===== src/core/dmap_pkg.sv =====
// Shared constants and types for the debug memory access path
package dmap_pkg;

	// Register offsets on the upstream slave port
	localparam logic [11:0] OFS_CTRL = 12'hd00;
	localparam logic [11:0] OFS_ADDR = 12'hd04;
	localparam logic [11:0] OFS_DATA = 12'hd0c;
	localparam logic [11:0] OFS_BANK0 = 12'hd10;
	// Direct access window covers offsets below this limit
	localparam logic [11:0] DAW_LIMIT = 12'h400;

	// Control status word fields
	localparam int CTRL_SIZE_LSB = 0;
	localparam int CTRL_INC_LSB = 4;
	localparam int CTRL_EN_BIT = 6;
	localparam int CTRL_PEND_BIT = 7;
	localparam logic [2:0] SIZE_RST = 3'h2;
	localparam logic [1:0] INC_RST = 2'h0;
	localparam logic [31:0] ADDR_RST = 32'h0;

	// Field encodings
	localparam logic [1:0] INC_OFF = 2'h0;
	localparam logic [1:0] INC_SINGLE = 2'h1;
	localparam logic [2:0] SIZE_BYTE = 3'h0;
	localparam logic [2:0] SIZE_HALF = 3'h1;
	localparam logic [2:0] SIZE_WORD = 3'h2;
	localparam logic [1:0] HTRANS_IDLE = 2'h0;
	localparam logic [1:0] HTRANS_NONSEQ = 2'h2;

	typedef enum logic [1:0] {
		ST_IDLE = 2'b00,
		ST_ADDR = 2'b01,
		ST_DATA = 2'b10,
		ST_RESP = 2'b11
	} dmap_state_type;

	typedef enum logic [1:0] {
		WIN_DATA = 2'b00,
		WIN_BANK = 2'b01,
		WIN_DAW = 2'b10
	} dmap_win_type;

	// Downstream master request as it leaves the block
	typedef struct packed {
		logic [31:0] haddr;
		logic [1:0] htrans;
		logic hwrite;
		logic [2:0] hsize;
		logic [31:0] hwdata;
	} dmap_ahb_type;

	// All state of the bridge
	typedef struct packed {
		dmap_state_type fsm;
		logic [31:0] xfer_addr;
		logic [2:0] ctrl_size;
		logic [1:0] ctrl_inc;
		logic [31:0] data;
		dmap_ahb_type ahb;
		logic [31:0] prdata;
		logic pready;
		logic pslverr;
		logic pend;
		logic en_meta;
		logic en_sync;
		logic aborted;
		logic is_data_reg;
	} dmap_regs_type;

endpackage : dmap_pkg


===== src/core/dmap_addr_former.sv =====
// Bus address formation and address increment for the access path
module dmap_addr_former
	import dmap_pkg::*;
(
	input wire logic [31:0] xfer_addr,
	input wire dmap_win_type win,
	input wire logic [11:0] offset,
	input wire logic [2:0] size,
	output logic [31:0] bus_addr,
	output logic [31:0] addr_step
);

	always_comb begin
		unique case (win)
			WIN_DATA: bus_addr = xfer_addr;
			WIN_BANK: bus_addr = {xfer_addr[31:4], offset[3:0]};
			WIN_DAW: bus_addr = {xfer_addr[31:10], offset[9:0]};
			default: bus_addr = xfer_addr;
		endcase
	end

	// Transfer address stepped by the byte count of the access size; reserved sizes step as a word
	always_comb begin
		unique case (size)
			SIZE_BYTE: addr_step = xfer_addr + 32'h1;
			SIZE_HALF: addr_step = xfer_addr + 32'h2;
			default: addr_step = xfer_addr + 32'h4;
		endcase
	end

endmodule : dmap_addr_former


===== src/core/dmap_bridge.sv =====
// Debug memory access path: upstream register port to single downstream bus transfers
module dmap_bridge
	import dmap_pkg::*;
(
	input wire logic sys_clk,
	input wire logic reset,
	input wire logic port_enable_input,
	input wire logic abort_req,
	input wire logic [11:0] paddr,
	input wire logic psel,
	input wire logic penable,
	input wire logic pwrite,
	input wire logic [31:0] pwdata,
	output logic [31:0] prdata,
	output logic pready,
	output logic pslverr,
	output logic [31:0] haddr,
	output logic [1:0] htrans,
	output logic hwrite,
	output logic [2:0] hsize,
	output logic [31:0] hwdata,
	input wire logic [31:0] hrdata,
	input wire logic hready,
	input wire logic hresp,
	output logic transfer_pending_flag,
	output logic port_enable_status
);

	dmap_regs_type st_r;
	dmap_regs_type st_nxt;
	dmap_win_type win;
	logic [31:0] bus_addr;
	logic [31:0] addr_step;
	logic [31:0] ctrl_word;
	logic access;
	logic is_mem;
	logic inc_ok;

	dmap_addr_former u_addr (
		.xfer_addr(st_r.xfer_addr),
		.win(win),
		.offset(paddr),
		.size(st_r.ctrl_size),
		.bus_addr(bus_addr),
		.addr_step(addr_step)
	);

	assign access = psel && penable && (st_r.fsm == ST_IDLE);

	// Window decode; banked windows other than zero are not present and read as zero
	always_comb begin
		win = WIN_DATA;
		is_mem = 1'b0;
		if (paddr == OFS_DATA) begin
			is_mem = 1'b1;
		end else if (paddr == OFS_BANK0) begin
			win = WIN_BANK;
			is_mem = 1'b1;
		end else if (paddr < DAW_LIMIT) begin
			win = WIN_DAW;
			is_mem = 1'b1;
		end
	end

	// Status word as software reads it; reserved bits read as zero
	always_comb begin
		ctrl_word = 32'h0;
		ctrl_word[CTRL_SIZE_LSB +: 3] = st_r.ctrl_size;
		ctrl_word[CTRL_INC_LSB +: 2] = st_r.ctrl_inc;
		ctrl_word[CTRL_EN_BIT] = st_r.en_sync;
		ctrl_word[CTRL_PEND_BIT] = st_r.pend;
	end

	// Abort seen in the finishing cycle counts too, so a late abort still blocks the step
	assign inc_ok = st_r.is_data_reg && (st_r.ctrl_inc == INC_SINGLE) && !hresp
		&& !st_r.aborted && !abort_req;

	always_comb begin
		st_nxt = st_r;
		st_nxt.en_meta = port_enable_input;
		st_nxt.en_sync = st_r.en_meta;
		st_nxt.pready = 1'b0;
		unique case (st_r.fsm)
			ST_IDLE: begin
				if (access) begin
					st_nxt.pslverr = 1'b0;
					st_nxt.prdata = 32'h0;
					st_nxt.fsm = ST_RESP;
					if (is_mem) begin
						if (!st_r.en_sync) begin
							// Blocked access finishes at once with an error
							st_nxt.pready = 1'b1;
							st_nxt.pslverr = 1'b1;
						end else begin
							st_nxt.ahb.haddr = bus_addr;
							st_nxt.ahb.htrans = HTRANS_NONSEQ;
							st_nxt.ahb.hwrite = pwrite;
							st_nxt.ahb.hsize = st_r.ctrl_size;
							if (pwrite) begin
								st_nxt.data = pwdata;
							end
							st_nxt.is_data_reg = (win == WIN_DATA);
							st_nxt.aborted = 1'b0;
							st_nxt.pend = 1'b1;
							st_nxt.fsm = ST_ADDR;
						end
					end else begin
						st_nxt.pready = 1'b1;
						if (pwrite) begin
							if (paddr == OFS_ADDR) begin
								st_nxt.xfer_addr = pwdata;
							end
							if (paddr == OFS_CTRL) begin
								st_nxt.ctrl_size = pwdata[CTRL_SIZE_LSB +: 3];
								st_nxt.ctrl_inc = pwdata[CTRL_INC_LSB +: 2];
							end
						end else if (paddr == OFS_ADDR) begin
							st_nxt.prdata = st_r.xfer_addr;
						end else if (paddr == OFS_CTRL) begin
							st_nxt.prdata = ctrl_word;
						end
					end
				end
			end
			ST_ADDR: begin
				if (abort_req) begin
					st_nxt.aborted = 1'b1;
				end
				if (hready) begin
					st_nxt.ahb.htrans = HTRANS_IDLE;
					st_nxt.ahb.hwdata = st_r.data;
					st_nxt.fsm = ST_DATA;
				end
			end
			ST_DATA: begin
				if (abort_req) begin
					st_nxt.aborted = 1'b1;
				end
				if (hready) begin
					st_nxt.pend = 1'b0;
					if (!st_r.ahb.hwrite) begin
						st_nxt.data = hrdata;
					end
					st_nxt.prdata = st_r.ahb.hwrite ? st_r.data : hrdata;
					st_nxt.pslverr = hresp;
					st_nxt.pready = 1'b1;
					if (inc_ok) begin
						st_nxt.xfer_addr = addr_step;
					end
					st_nxt.fsm = ST_RESP;
				end
			end
			ST_RESP: begin
				// Lets the upstream master drop its enable before a new access is seen
				st_nxt.fsm = ST_IDLE;
			end
		endcase
	end

	always_ff @(posedge sys_clk or posedge reset) begin
		if (reset) begin
			st_r <= '0;
			st_r.fsm <= ST_IDLE;
			st_r.xfer_addr <= ADDR_RST;
			st_r.ctrl_size <= SIZE_RST;
			st_r.ctrl_inc <= INC_RST;
			st_r.ahb.htrans <= HTRANS_IDLE;
			st_r.ahb.hsize <= SIZE_RST;
		end else begin
			st_r <= st_nxt;
		end
	end

	assign prdata = st_r.prdata;
	assign pready = st_r.pready;
	assign pslverr = st_r.pslverr;
	assign haddr = st_r.ahb.haddr;
	assign htrans = st_r.ahb.htrans;
	assign hwrite = st_r.ahb.hwrite;
	assign hsize = st_r.ahb.hsize;
	assign hwdata = st_r.ahb.hwdata;
	assign transfer_pending_flag = st_r.pend;
	assign port_enable_status = st_r.en_sync;
endmodule : dmap_bridge


===== config.mk =====
export PLATFORM = sky130hd
export DESIGN_NAME = dmap_bridge
export DESIGN_NICKNAME = d
export VERILOG_FILES = /design/src/core/dmap_pkg.sv /design/src/core/dmap_addr_former.sv /design/src/core/dmap_bridge.sv
export SDC_FILE = /design/constraint.sdc
export NUM_CORES = 1
export LEC_CHECK = 0
export BUFFER_PORTS_ARGS = -buffer_cell sky130_fd_sc_hd__buf_2
export CELL_PAD_IN_SITES_DETAIL_PLACEMENT = 1
export CELL_PAD_IN_SITES_GLOBAL_PLACEMENT = 2
export CORE_MARGIN = 3
export CORE_UTILIZATION = 30
export CTS_CLUSTER_DIAMETER = 30
export DETAILED_ROUTE_END_ITERATION = 6
export GPL_TIMING_DRIVEN = 0
export PLACE_DENSITY = 0.77
export SLEW_MARGIN = 20
export SYNTH_ARGS = -nofsm -noshare
export SYNTH_HDL_FRONTEND = slang
export SYNTH_SLANG_ARGS = --single-unit
export TNS_END_PERCENT = 100

===== constraint.sdc =====
create_clock -name sys_clk -period 7.05 [get_ports sys_clk]
set_input_delay 1.0575 -clock sys_clk [delete_from_list [all_inputs] [get_ports sys_clk]]
set_output_delay 1.0575 -clock sys_clk [all_outputs]
set_load 0.05 [all_outputs]

==> results of run 1 <==
metrics by stage:
stage,setup WS [ps],utilization (%)
floorplan,1140,-
global route,3060,36.9
CTS,3320,36.9
finish,3330,36.9
global placement,-1320,34.9
detailed placement,3140,35.1
state kept, by name, indices dropped and copies added (netlist names):
name,flops
ctrl_word,5
haddr,32
hsize,3
htrans,1
hwdata,32
hwrite,1
port_enable_status,1
prdata,32
pready,1
pslverr,1
st_nxt,1
st_r,68
transfer_pending_flag,1
per-layer routing:
layer	up-vias	share of wire, %	wire, um
met3	57	5.4	2120
met4	2	2.5	981
li1	4142	-	-
met1	4435	47	18200
met2	261	45	17700
met5	-	0.023	9
layout make-up:
| type | instances | area (sq um) |
|---|---|---|
| Tap cell | 448 | 561 |
| Fill cell | 3913 | 21200 |
| Clock buffer | 19 | 443 |
| Clock inverter | 13 | 143 |
| Sequential cell | 179 | 4480 |
| Timing Repair Buffer | 190 | 996 |
| Buffer | 180 | 1070 |
| Inverter | 17 | 71.3 |
| Multi-Input combinational cell | 684 | 4630 |
cells by family (layout without fill, tap and decap cells):
| group | after synthesis | after routing | synth area share (%) |
|---|---|---|---|
| compound gates | 258 | 258 | 16.5 |
| buf+inv | 197 | 419 | 11.1 |
| fa+ha+maj | 6 | 6 | 0.733 |
| other cells | 1 | 1 | 0.0366 |
| flops | 179 | 179 | 43.8 |
| xor+xnor | 2 | 2 | 0.171 |
| mux | 136 | 136 | 14.5 |
| simple gates | 281 | 281 | 13.2 |
worst paths after layout:
check                          start  slack [ps]            endpoint  depth (start not counted)
max                        st_r[178]        3330           st_r[148]                          9
min                        st_nxt[2]         370  port_enable_status                          0
max reg2reg                st_r[178]        3330           st_r[148]                          9
min reg2reg                st_nxt[2]         370  port_enable_status                          0
max in group asynchronous      reset        5430           st_nxt[2]                          4
min in group asynchronous      reset         600          hwdata[14]                          2
report_power, final:
group	internal, mW	total, mW	switching (mW)
logic	1.16	3.38	2.23
registers	1.46	1.78	0.326
clock network	0.509	0.971	0.463
total	3.13	6.14	3.01
cells in the mapped netlist (all sizes together) (3+ instances only):
cell | number | area share [%]
o22ai | 4 | 0.24
o211ai | 6 | 0.44
nor3 | 9 | 0.44
mux2 | 101 | 11
a41oi | 5 | 0.43
nand2b | 3 | 0.18
nand2 | 53 | 1.9
o2bb2a | 3 | 0.29
o21ai | 39 | 1.9
and4 | 8 | 0.68
nand4 | 17 | 1.0
buf | 116 | 8.1
a31oi | 29 | 1.8
a22oi | 6 | 0.44
nor4 | 14 | 0.86
o2bb2ai | 5 | 0.43
o41ai | 3 | 0.26
mux2i | 35 | 3.4
clkbuf | 64 | 2.3
a21o | 27 | 2.0
inv | 16 | 0.59
dfrtp | 177 | 43
o2111ai | 3 | 0.26
a32oi | 4 | 0.34
nor2 | 114 | 4.2
or2 | 6 | 0.37
a221oi | 4 | 0.34
nand3 | 28 | 1.4
and3 | 8 | 0.49
or3b | 3 | 0.26
or4 | 5 | 0.37
o221ai | 3 | 0.26
ha | 6 | 0.73
nand3b | 3 | 0.22
a21oi | 92 | 4.5
==> flow_metrics.env, run 1 <==
export IMPL_synth_cells=1060
export IMPL_start_util_pct=30.5
export IMPL_postCtsHoldBufs=0
export IMPL_grt_busiest_layer="met2"
export IMPL_area_delta_synth_final_pct=21.1
export IMPL_fin_total_pwr_mw=6.14
export IMPL_drive_gt1_share_pct=35.3
export IMPL_setup_viol_count_final=0
export IMPL_hpwl_mm=29.9
export IMPL_drt_pre_antenna_iters=5
export IMPL_status="finished, final reports clean"
export IMPL_ys_types=71
export IMPL_stdcell_count=1730
export IMPL_h_tree_depth=4
export IMPL_cp_arrival_ps=4010
export IMPL_worst_pin_slew_ps=925
export IMPL_skew_ps=12.8
export IMPL_final_common_cell="buf_2"
export IMPL_startpoint_type="register"
export IMPL_cts_buffers=17
export IMPL_crit_fanout=10
export IMPL_tns_ps=0
export IMPL_io_pins=191
export IMPL_required_ps=7340
export IMPL_p_per_area_mw_per_mm2=495
export IMPL_grt_pass1_wl_mm=59.2
export IMPL_clock_sinks=179
export IMPL_grt_max_degree=81
export IMPL_final_cell_mix="buf_2, dfrtp_1, nor2_1, buf_4, mux2_2"
export IMPL_coreArea_sq_mm=0.0336
export IMPL_cts_root_buf="clkbuf_16"
export IMPL_ant_nets=0
export IMPL_cts_buffer_depth=2
export IMPL_final_max_slew_viol_count=0
export IMPL_max_freq_mhz=269
export IMPL_viasPerCell=5.14
export IMPL_syn_nets=1151
export IMPL_met1_usage_pct=30.0
export IMPL_grt_pass1_vias=9286
export IMPL_crit_top_cell="clkbuf_1"
export IMPL_slew_headroom_pct=37.7
export IMPL_ys_ff_latch=179
export IMPL_finalHoldViolCount=0
export IMPL_routabilityCongestion=0.885
export IMPL_drt_initial_drc_count=559
export IMPL_use_met2_pct=33.9
export IMPL_dp_cells=1698
export IMPL_peakVddDrop_mv=0.222
export IMPL_cts_tree="done"
export IMPL_crit_family="buffers and inverters"
export IMPL_die_area_sq_mm=0.0364
export IMPL_crit_type="reg -> reg"
export IMPL_worstSetupEndpointType="register"
export IMPL_use_met3_pct=4.10
export IMPL_path_buf_inv=5
export IMPL_leakagePower_nw=5.75
export IMPL_insertedDiodeCount=0
export IMPL_whs_ps=370
export IMPL_placed_area_sq_mm=0.0118
export IMPL_nets=1360
export IMPL_wl_per_cell_um=22.6
export IMPL_die_x_um=191
export IMPL_rsz0062_at_grt="no"
export IMPL_yosysSeqAreaShare_pct=43.8
export IMPL_ys_async_sr_fraction_pct=100
export IMPL_hp_class="reg -> reg"
export IMPL_slowest_delay_ps=660
export IMPL_grt_overflow=0
export IMPL_final_cell_area_sq_mm=0.0124
export IMPL_remaining_drc_errors=0
export IMPL_post_cts_buffers=0
export IMPL_period_share_pct=52.8
export IMPL_insertion_delay_ps=450
export IMPL_yosys_warnings=0
export IMPL_vias=8897
export IMPL_path_cells="inv_1 -> ha_1 -> clkbuf_1 -> clkinv_1 -> a31oi_1 -> or4_1 -> clkbuf_1 -> clkbuf_1 -> o21ai_0"
export IMPL_rows=67
export IMPL_port_buffers=188
export IMPL_syn_avg_cell_area_sq_um=9.66
export IMPL_clk_pin_slew_ps=70
export IMPL_min_period_ps=3720
export IMPL_groute_usage_overall_pct=21.5
export IMPL_synth_main_ff_cell="dfrtp_1"
export IMPL_crit_path_top_delay_cell="clkbuf_1"
export IMPL_synth_edff_count=0
export IMPL_syn_cell_area_sq_mm=0.0102
export IMPL_die_y_um=191
export IMPL_drv_cap=0
export IMPL_cts_resized=0
export IMPL_antenna_found_initial=2
export IMPL_routed_wl_mm=39.1
No activity file was read; power rests on OpenSTA's default activity.
==> inputs of run 2 (changes only) <==
==> constraint.sdc (replaced) <==
create_clock -name sys_clk -period 3.55 [get_ports sys_clk]
set_input_delay 0.5325 -clock sys_clk [delete_from_list [all_inputs] [get_ports sys_clk]]
set_output_delay 0.5325 -clock sys_clk [all_outputs]
set_load 0.05 [all_outputs]
==> run 2 against run 1 <==
Critical path type unchanged. Core utilization rose by 0.27 points. Die area did not move. Maximum frequency rose by 16%. Combinational power rose by 99%. Clock power rose by 100%. Largest cell class unchanged. Final area rose by 0.73%. Via count rose by 1.2%. Count of clock-buffer cells in the layout fell by 1. Worst hold slack got worse by 250 ps. Register-to-register slack got worse by 3000 ps. Global-route usage fell by 0.054 points.
==> flow_metrics.env, run 2 (synthesis gave the netlist of run 1 again) <==
export IMPL_drt_pre_antenna_iters=5
export IMPL_grt_max_degree=34
export IMPL_p_per_area_mw_per_mm2=982
export IMPL_port_buffers=188
export IMPL_cts_buffers=17
export IMPL_hpwl_mm=30.2
export IMPL_cp_arrival_ps=3590
export IMPL_cp_startpoint="st_r[178]"
export IMPL_die_x_um=191
export IMPL_rsz0062_at_grt="no"
export IMPL_rows=67
export IMPL_cts_root_buf="clkbuf_16"
export IMPL_io_pins=191
export IMPL_h_tree_depth=4
export IMPL_fin_total_pwr_mw=12.3
export IMPL_crit_path_top_delay_cell="clkbuf_1"
export IMPL_cts_buffer_depth=2
export IMPL_setup_viol_count_final=0
export IMPL_path_cells="inv_1 -> ha_1 -> clkbuf_2 -> clkinv_1 -> a31oi_1 -> or4_1 -> clkbuf_1 -> clkbuf_1 -> o21ai_0 -> nand3_1"
export IMPL_hp_class="in -> async"
export IMPL_r2r_end="st_r[169]"
export IMPL_antenna_found_initial=1
export IMPL_postLayoutCoreUtil_pct=37.2
export IMPL_groute_usage_overall_pct=21.5
export IMPL_drt_initial_drc_count=643
export IMPL_crit_type="reg -> reg"
export IMPL_die_area_sq_mm=0.0364
export IMPL_top_register="st_r"
export IMPL_max_freq_mhz=312
export IMPL_drive_gt1_share_pct=35.8
export IMPL_die_y_um=191
export IMPL_slowest_delay_ps=450
export IMPL_ant_nets=0
export IMPL_wl_per_cell_um=22.7
export IMPL_viasPerCell=5.19
export IMPL_nets=1364
export IMPL_vias=9000
export IMPL_fillers=3901
export IMPL_grt_pass1_vias=9181
export IMPL_min_period_ps=3210
export IMPL_grt_pass1_wl_mm=58.7
export IMPL_period_share_pct=90.4
export IMPL_clk_pin_slew_ps=70
export IMPL_cts_tree="done"
export IMPL_peakVddDrop_mv=0.406
export IMPL_worst_pin_slew_ps=957
export IMPL_slew_headroom_pct=35.6
export IMPL_routabilityCongestion=0.890
export IMPL_final_cell_mix="buf_2, dfrtp_1, nor2_1, buf_4, mux2_2"
export IMPL_area_delta_synth_final_pct=22.0
export IMPL_required_ps=3930
export IMPL_final_max_slew_viol_count=0
export IMPL_clock_sinks=179
export IMPL_worstSetupEndpointType="register"
export IMPL_r2r_setup_slack_ps=340
export IMPL_insertion_delay_ps=450
export IMPL_crit_top_cell="clkbuf_1"
export IMPL_coreArea_sq_mm=0.0336
export IMPL_startpoint_type="register"
export IMPL_reg2reg_from="st_r[178]"
export IMPL_start_util_pct=30.5
export IMPL_remaining_drc_errors=0
export IMPL_drv_cap=0
export IMPL_final_common_cell="buf_2"
export IMPL_largest_reg_flops=68
export IMPL_leakagePower_nw=5.79
export IMPL_r2r_cells=10
export IMPL_status="finished, final reports clean"
export IMPL_routed_wl_mm=39.4
export IMPL_finalHoldViolCount=0
export IMPL_grt_overflow=0
export IMPL_crit_fanout=10
export IMPL_skew_ps=11.1
==> run 2: cell types whose count changed in the layout (fill, tap and decap cells not counted) <==
cell	before	now
buf_12	0	5
clkbuf_2	0	3
buf_16	2	1
inv_8	3	5
bufinv_16	1	2
inv_6	3	1
clkinv_4	2	1
clkinvlp_4	4	6
diode_2	0	1
clkbuf_1	65	62
clkbuf_8	1	0
clkinv_8	1	0
==> run 2: what timing repair did <==
item                       CTS  global route
resized for setup            3             0
hold buffers                 0             0
setup buffers                0             0
setup endpoints to repair   23             0
==> run 2: how the worst max path moves through the flow <==
stage / to / cells past startpoint
floorplan: ctrl_word[0] / 1
global placement: haddr[1] / 2
detailed placement: st_r[148] / 9
CTS: st_r[169] / 10
global route: st_r[169] / 10
finish: st_r[169] / 10
==> run 2: area by class of cell <==
type / count / area, sq um / share of cell area, %
Timing Repair Buffer: 194 / 1070 / 8.56
Tap cell: 448 / 561 / 4.49
Buffer: 180 / 1070 / 8.61
Clock buffer: 18 / 429 / 3.44
Clock inverter: 14 / 171 / 1.37
Sequential cell: 179 / 4480 / 35.9
Antenna cell: 1 / 2.50 / 0.0200
Inverter: 17 / 67.6 / 0.541
Multi-Input combinational cell: 684 / 4630 / 37.1
==> run 2: per-layer routing <==
layer | global-route usage [%] | up-vias | part of all wire, %
met1 | 29.8 | 4531 | 46
met5 | 0 | - | 0
met4 | 5.33 | 0 | 1.7
met2 | 34.4 | 262 | 46
li1 | - | 4159 | -
met3 | 4.45 | 48 | 5.8
==> run 2: worst max-delay path, delay by kind of cell, from the launching register on <==
| kind | cells | cell delay [ps] |
|---|---|---|
| AND/OR/NAND/NOR | 2 | 290 |
| AO/OA/AOI/OAI | 2 | 550 |
| buffers and inverters | 5 | 1670 |
| flip-flops | 1 | 410 |
| adder cells (fa/ha/maj) | 1 | 210 |
==> run 2: metrics by stage <==
step | hold WS, ps | std cells | cell area (sq um) | setup slack [ps] | setup TNS (ps)
floorplan | 331 | 1060 | 10200 | 725 | 0
global placement | 333 | 1696 | 11700 | -612 | -106520
detailed placement | 336 | 1702 | 11900 | -203 | -2090
CTS | 116 | 1734 | 12500 | 307 | 0
global route | 140 | 1735 | 12500 | 80.9 | 0
finish | 117 | 1735 | 12500 | 342 | 0
==> run 2: power by group <==
group	total, mW	internal [mW]	switching, mW
clock network	1.99	1.06	0.927
registers	3.54	2.90	0.638
logic	6.74	2.31	4.42
total	12.3	6.28	5.99
==> inputs of run 3 (changes only) <==
--- a/config.mk
+++ b/config.mk
@@ -9,11 +9,11 @@
 export CELL_PAD_IN_SITES_DETAIL_PLACEMENT = 1
 export CELL_PAD_IN_SITES_GLOBAL_PLACEMENT = 2
 export CORE_MARGIN = 3
-export CORE_UTILIZATION = 30
-export CTS_CLUSTER_DIAMETER = 30
+export CORE_UTILIZATION = 35
+export CTS_CLUSTER_DIAMETER = 120
 export DETAILED_ROUTE_END_ITERATION = 6
 export GPL_TIMING_DRIVEN = 0
-export PLACE_DENSITY = 0.77
+export PLACE_DENSITY = 0.87
 export SLEW_MARGIN = 20
 export SYNTH_ARGS = -nofsm -noshare
 export SYNTH_HDL_FRONTEND = slang
==> run 3 against run 2 <==
Critical endpoint is now st_r[155]. Power decreased by 0.56%. Largest cell class unchanged. Sequential power barely moved. Cell count decreased by 4.1%. Register-to-register slack improved by 60 ps. Flip-flop and latch count is the same. Critical path type unchanged.
==> flow_metrics.env, run 3 (synthesis gave the netlist of run 1 again) <==
export IMPL_status="finished, final reports clean"
export IMPL_insertedDiodeCount=0
export IMPL_h_tree_depth=4
export IMPL_cp_arrival_ps=3490
export IMPL_area_delta_synth_final_pct=21.2
export IMPL_cts_buffer_depth=2
export IMPL_crit_type="reg -> reg"
export IMPL_tns_ps=0
export IMPL_crit_top_cell="clkbuf_1"
export IMPL_crit_path_top_delay_cell="clkbuf_1"
export IMPL_port_buffers=188
export IMPL_rsz0062_at_grt="no"
export IMPL_finalHoldViolCount=0
export IMPL_reg2reg_from="st_r[178]"
export IMPL_coreArea_sq_mm=0.0283
export IMPL_r2r_cells=10
export IMPL_leakagePower_nw=5.80
export IMPL_drt_pre_antenna_iters=5
export IMPL_cts_tree="done"
export IMPL_r2r_end="st_r[155]"
export IMPL_grt_max_degree=35
export IMPL_slew_headroom_pct=40.4
export IMPL_peakVddDrop_mv=0.335
export IMPL_ant_nets=0
export IMPL_cts_buffers=17
export IMPL_nets=1364
export IMPL_required_ps=3900
export IMPL_die_area_sq_mm=0.0313
export IMPL_hp_class="in -> async"
export IMPL_drv_cap=0
export IMPL_fillers=3288
export IMPL_postCtsHoldBufs=0
export IMPL_crit_fanout=10
export IMPL_rows=61
export IMPL_slowest_delay_ps=480
export IMPL_p_per_area_mw_per_mm2=983
export IMPL_worst_pin_slew_ps=894
export IMPL_final_cell_area_sq_mm=0.0124
export IMPL_final_common_cell="buf_2"
export IMPL_path_buf_inv=5
export IMPL_crit_family="buffers and inverters"
export IMPL_drive_gt1_share_pct=35.8
export IMPL_r2r_setup_slack_ps=400
export IMPL_max_freq_mhz=318
export IMPL_min_period_ps=3150
export IMPL_startpoint_type="register"
export IMPL_insertion_delay_ps=440
export IMPL_top_register="st_r"
export IMPL_largest_reg_flops=68
export IMPL_final_cell_mix="buf_2, dfrtp_1, nor2_1, buf_4, mux2_2"
export IMPL_period_share_pct=88.7
export IMPL_placed_area_sq_mm=0.0118
export IMPL_clock_sinks=179
export IMPL_routed_wl_mm=36.7
export IMPL_groute_usage_overall_pct=23.3
export IMPL_die_x_um=177
export IMPL_grt_pass1_vias=9301
export IMPL_hpwl_mm=28.2
export IMPL_vias=9131
export IMPL_grt_overflow=0
export IMPL_io_pins=191
export IMPL_grt_pass1_wl_mm=56.0
export IMPL_start_util_pct=36.2
export IMPL_post_cts_buffers=0
export IMPL_antenna_found_initial=0
export IMPL_final_max_slew_viol_count=0
export IMPL_die_y_um=177
export IMPL_drt_initial_drc_count=771
export IMPL_skew_ps=13.3
export IMPL_path_cells="inv_1 -> ha_1 -> clkbuf_2 -> clkinv_2 -> a31oi_1 -> or4_1 -> clkbuf_1 -> clkbuf_1 -> a21oi_1 -> o22ai_1"
export IMPL_viasPerCell=5.49
export IMPL_worstSetupEndpointType="register"
export IMPL_clk_pin_slew_ps=80
export IMPL_wl_per_cell_um=22.1
export IMPL_routabilityCongestion=0.892
export IMPL_setup_viol_count_final=0
export IMPL_remaining_drc_errors=0
export IMPL_cts_root_buf="clkbuf_16"
-- run 3: cell types whose count changed in the layout (fill, tap and decap cells not counted), sizes merged --
cell / previous run / this run
clkinvlp: 6 / 4
clkbuf: 82 / 83
clkinv: 2 / 3
diode: 1 / 0
-- run 3: through the flow --
step	worst slack (ps)	hold slack (ps)	cells	util, %	total power, mW
finish	402	123	1664	43.8	12.2
global placement	-563	335	1626	41.2	10.0
global route	299	145	1664	43.8	12.9
detailed placement	-81.4	337	1632	41.6	10.2
CTS	149	120	1664	43.8	12.2
floorplan	725	331	1060	-	8.44
-- run 3: power by group --
part / leakage, nW / total (mW) / switching [mW] / internal, mW
clock network: 0.283 / 1.97 / 0.904 / 1.07
registers: 2.25 / 3.54 / 0.646 / 2.90
logic: 3.27 / 6.68 / 4.36 / 2.31
total: 5.80 / 12.2 / 5.91 / 6.28
-- run 3: how the worst max path moves through the flow --
stage,startpoint,endpoint,slack (ps),depth (start not counted)
finish,st_r[178],st_r[155],400,10
detailed placement,st_r[178],st_r[148],-80,9
global route,st_r[178],st_r[155],300,10
floorplan,reset,ctrl_word[0],720,1
global placement,reset,haddr[1],-560,2
CTS,st_r[178],st_r[155],150,10
-- run 3: cell type report --
cell class / instances / area [sq um] / area share, %
inverter: 17 / 68.8 / 0.555
sequential: 179 / 4480 / 36.1
multi-input combinational: 684 / 4640 / 37.4
clock buffer: 19 / 433 / 3.49
buffer: 180 / 1070 / 8.66
clock inverter: 13 / 168 / 1.35
tap: 378 / 473 / 3.81
timing repair buffer: 194 / 1070 / 8.61
-- run 3: repair_timing --
action,CTS,global route
pin swaps,0,0
setup endpoints to repair,14,9
gates resized for setup,3,2
-- run 3: metal layers --
metal  routed length, um  track usage [%]  share of wire [%]
met1               17000             33.5                 46
met4                 631             5.89                1.7
met3                2100             2.85                5.7
met5                   0                0                  0
met2               17000             37.3                 46
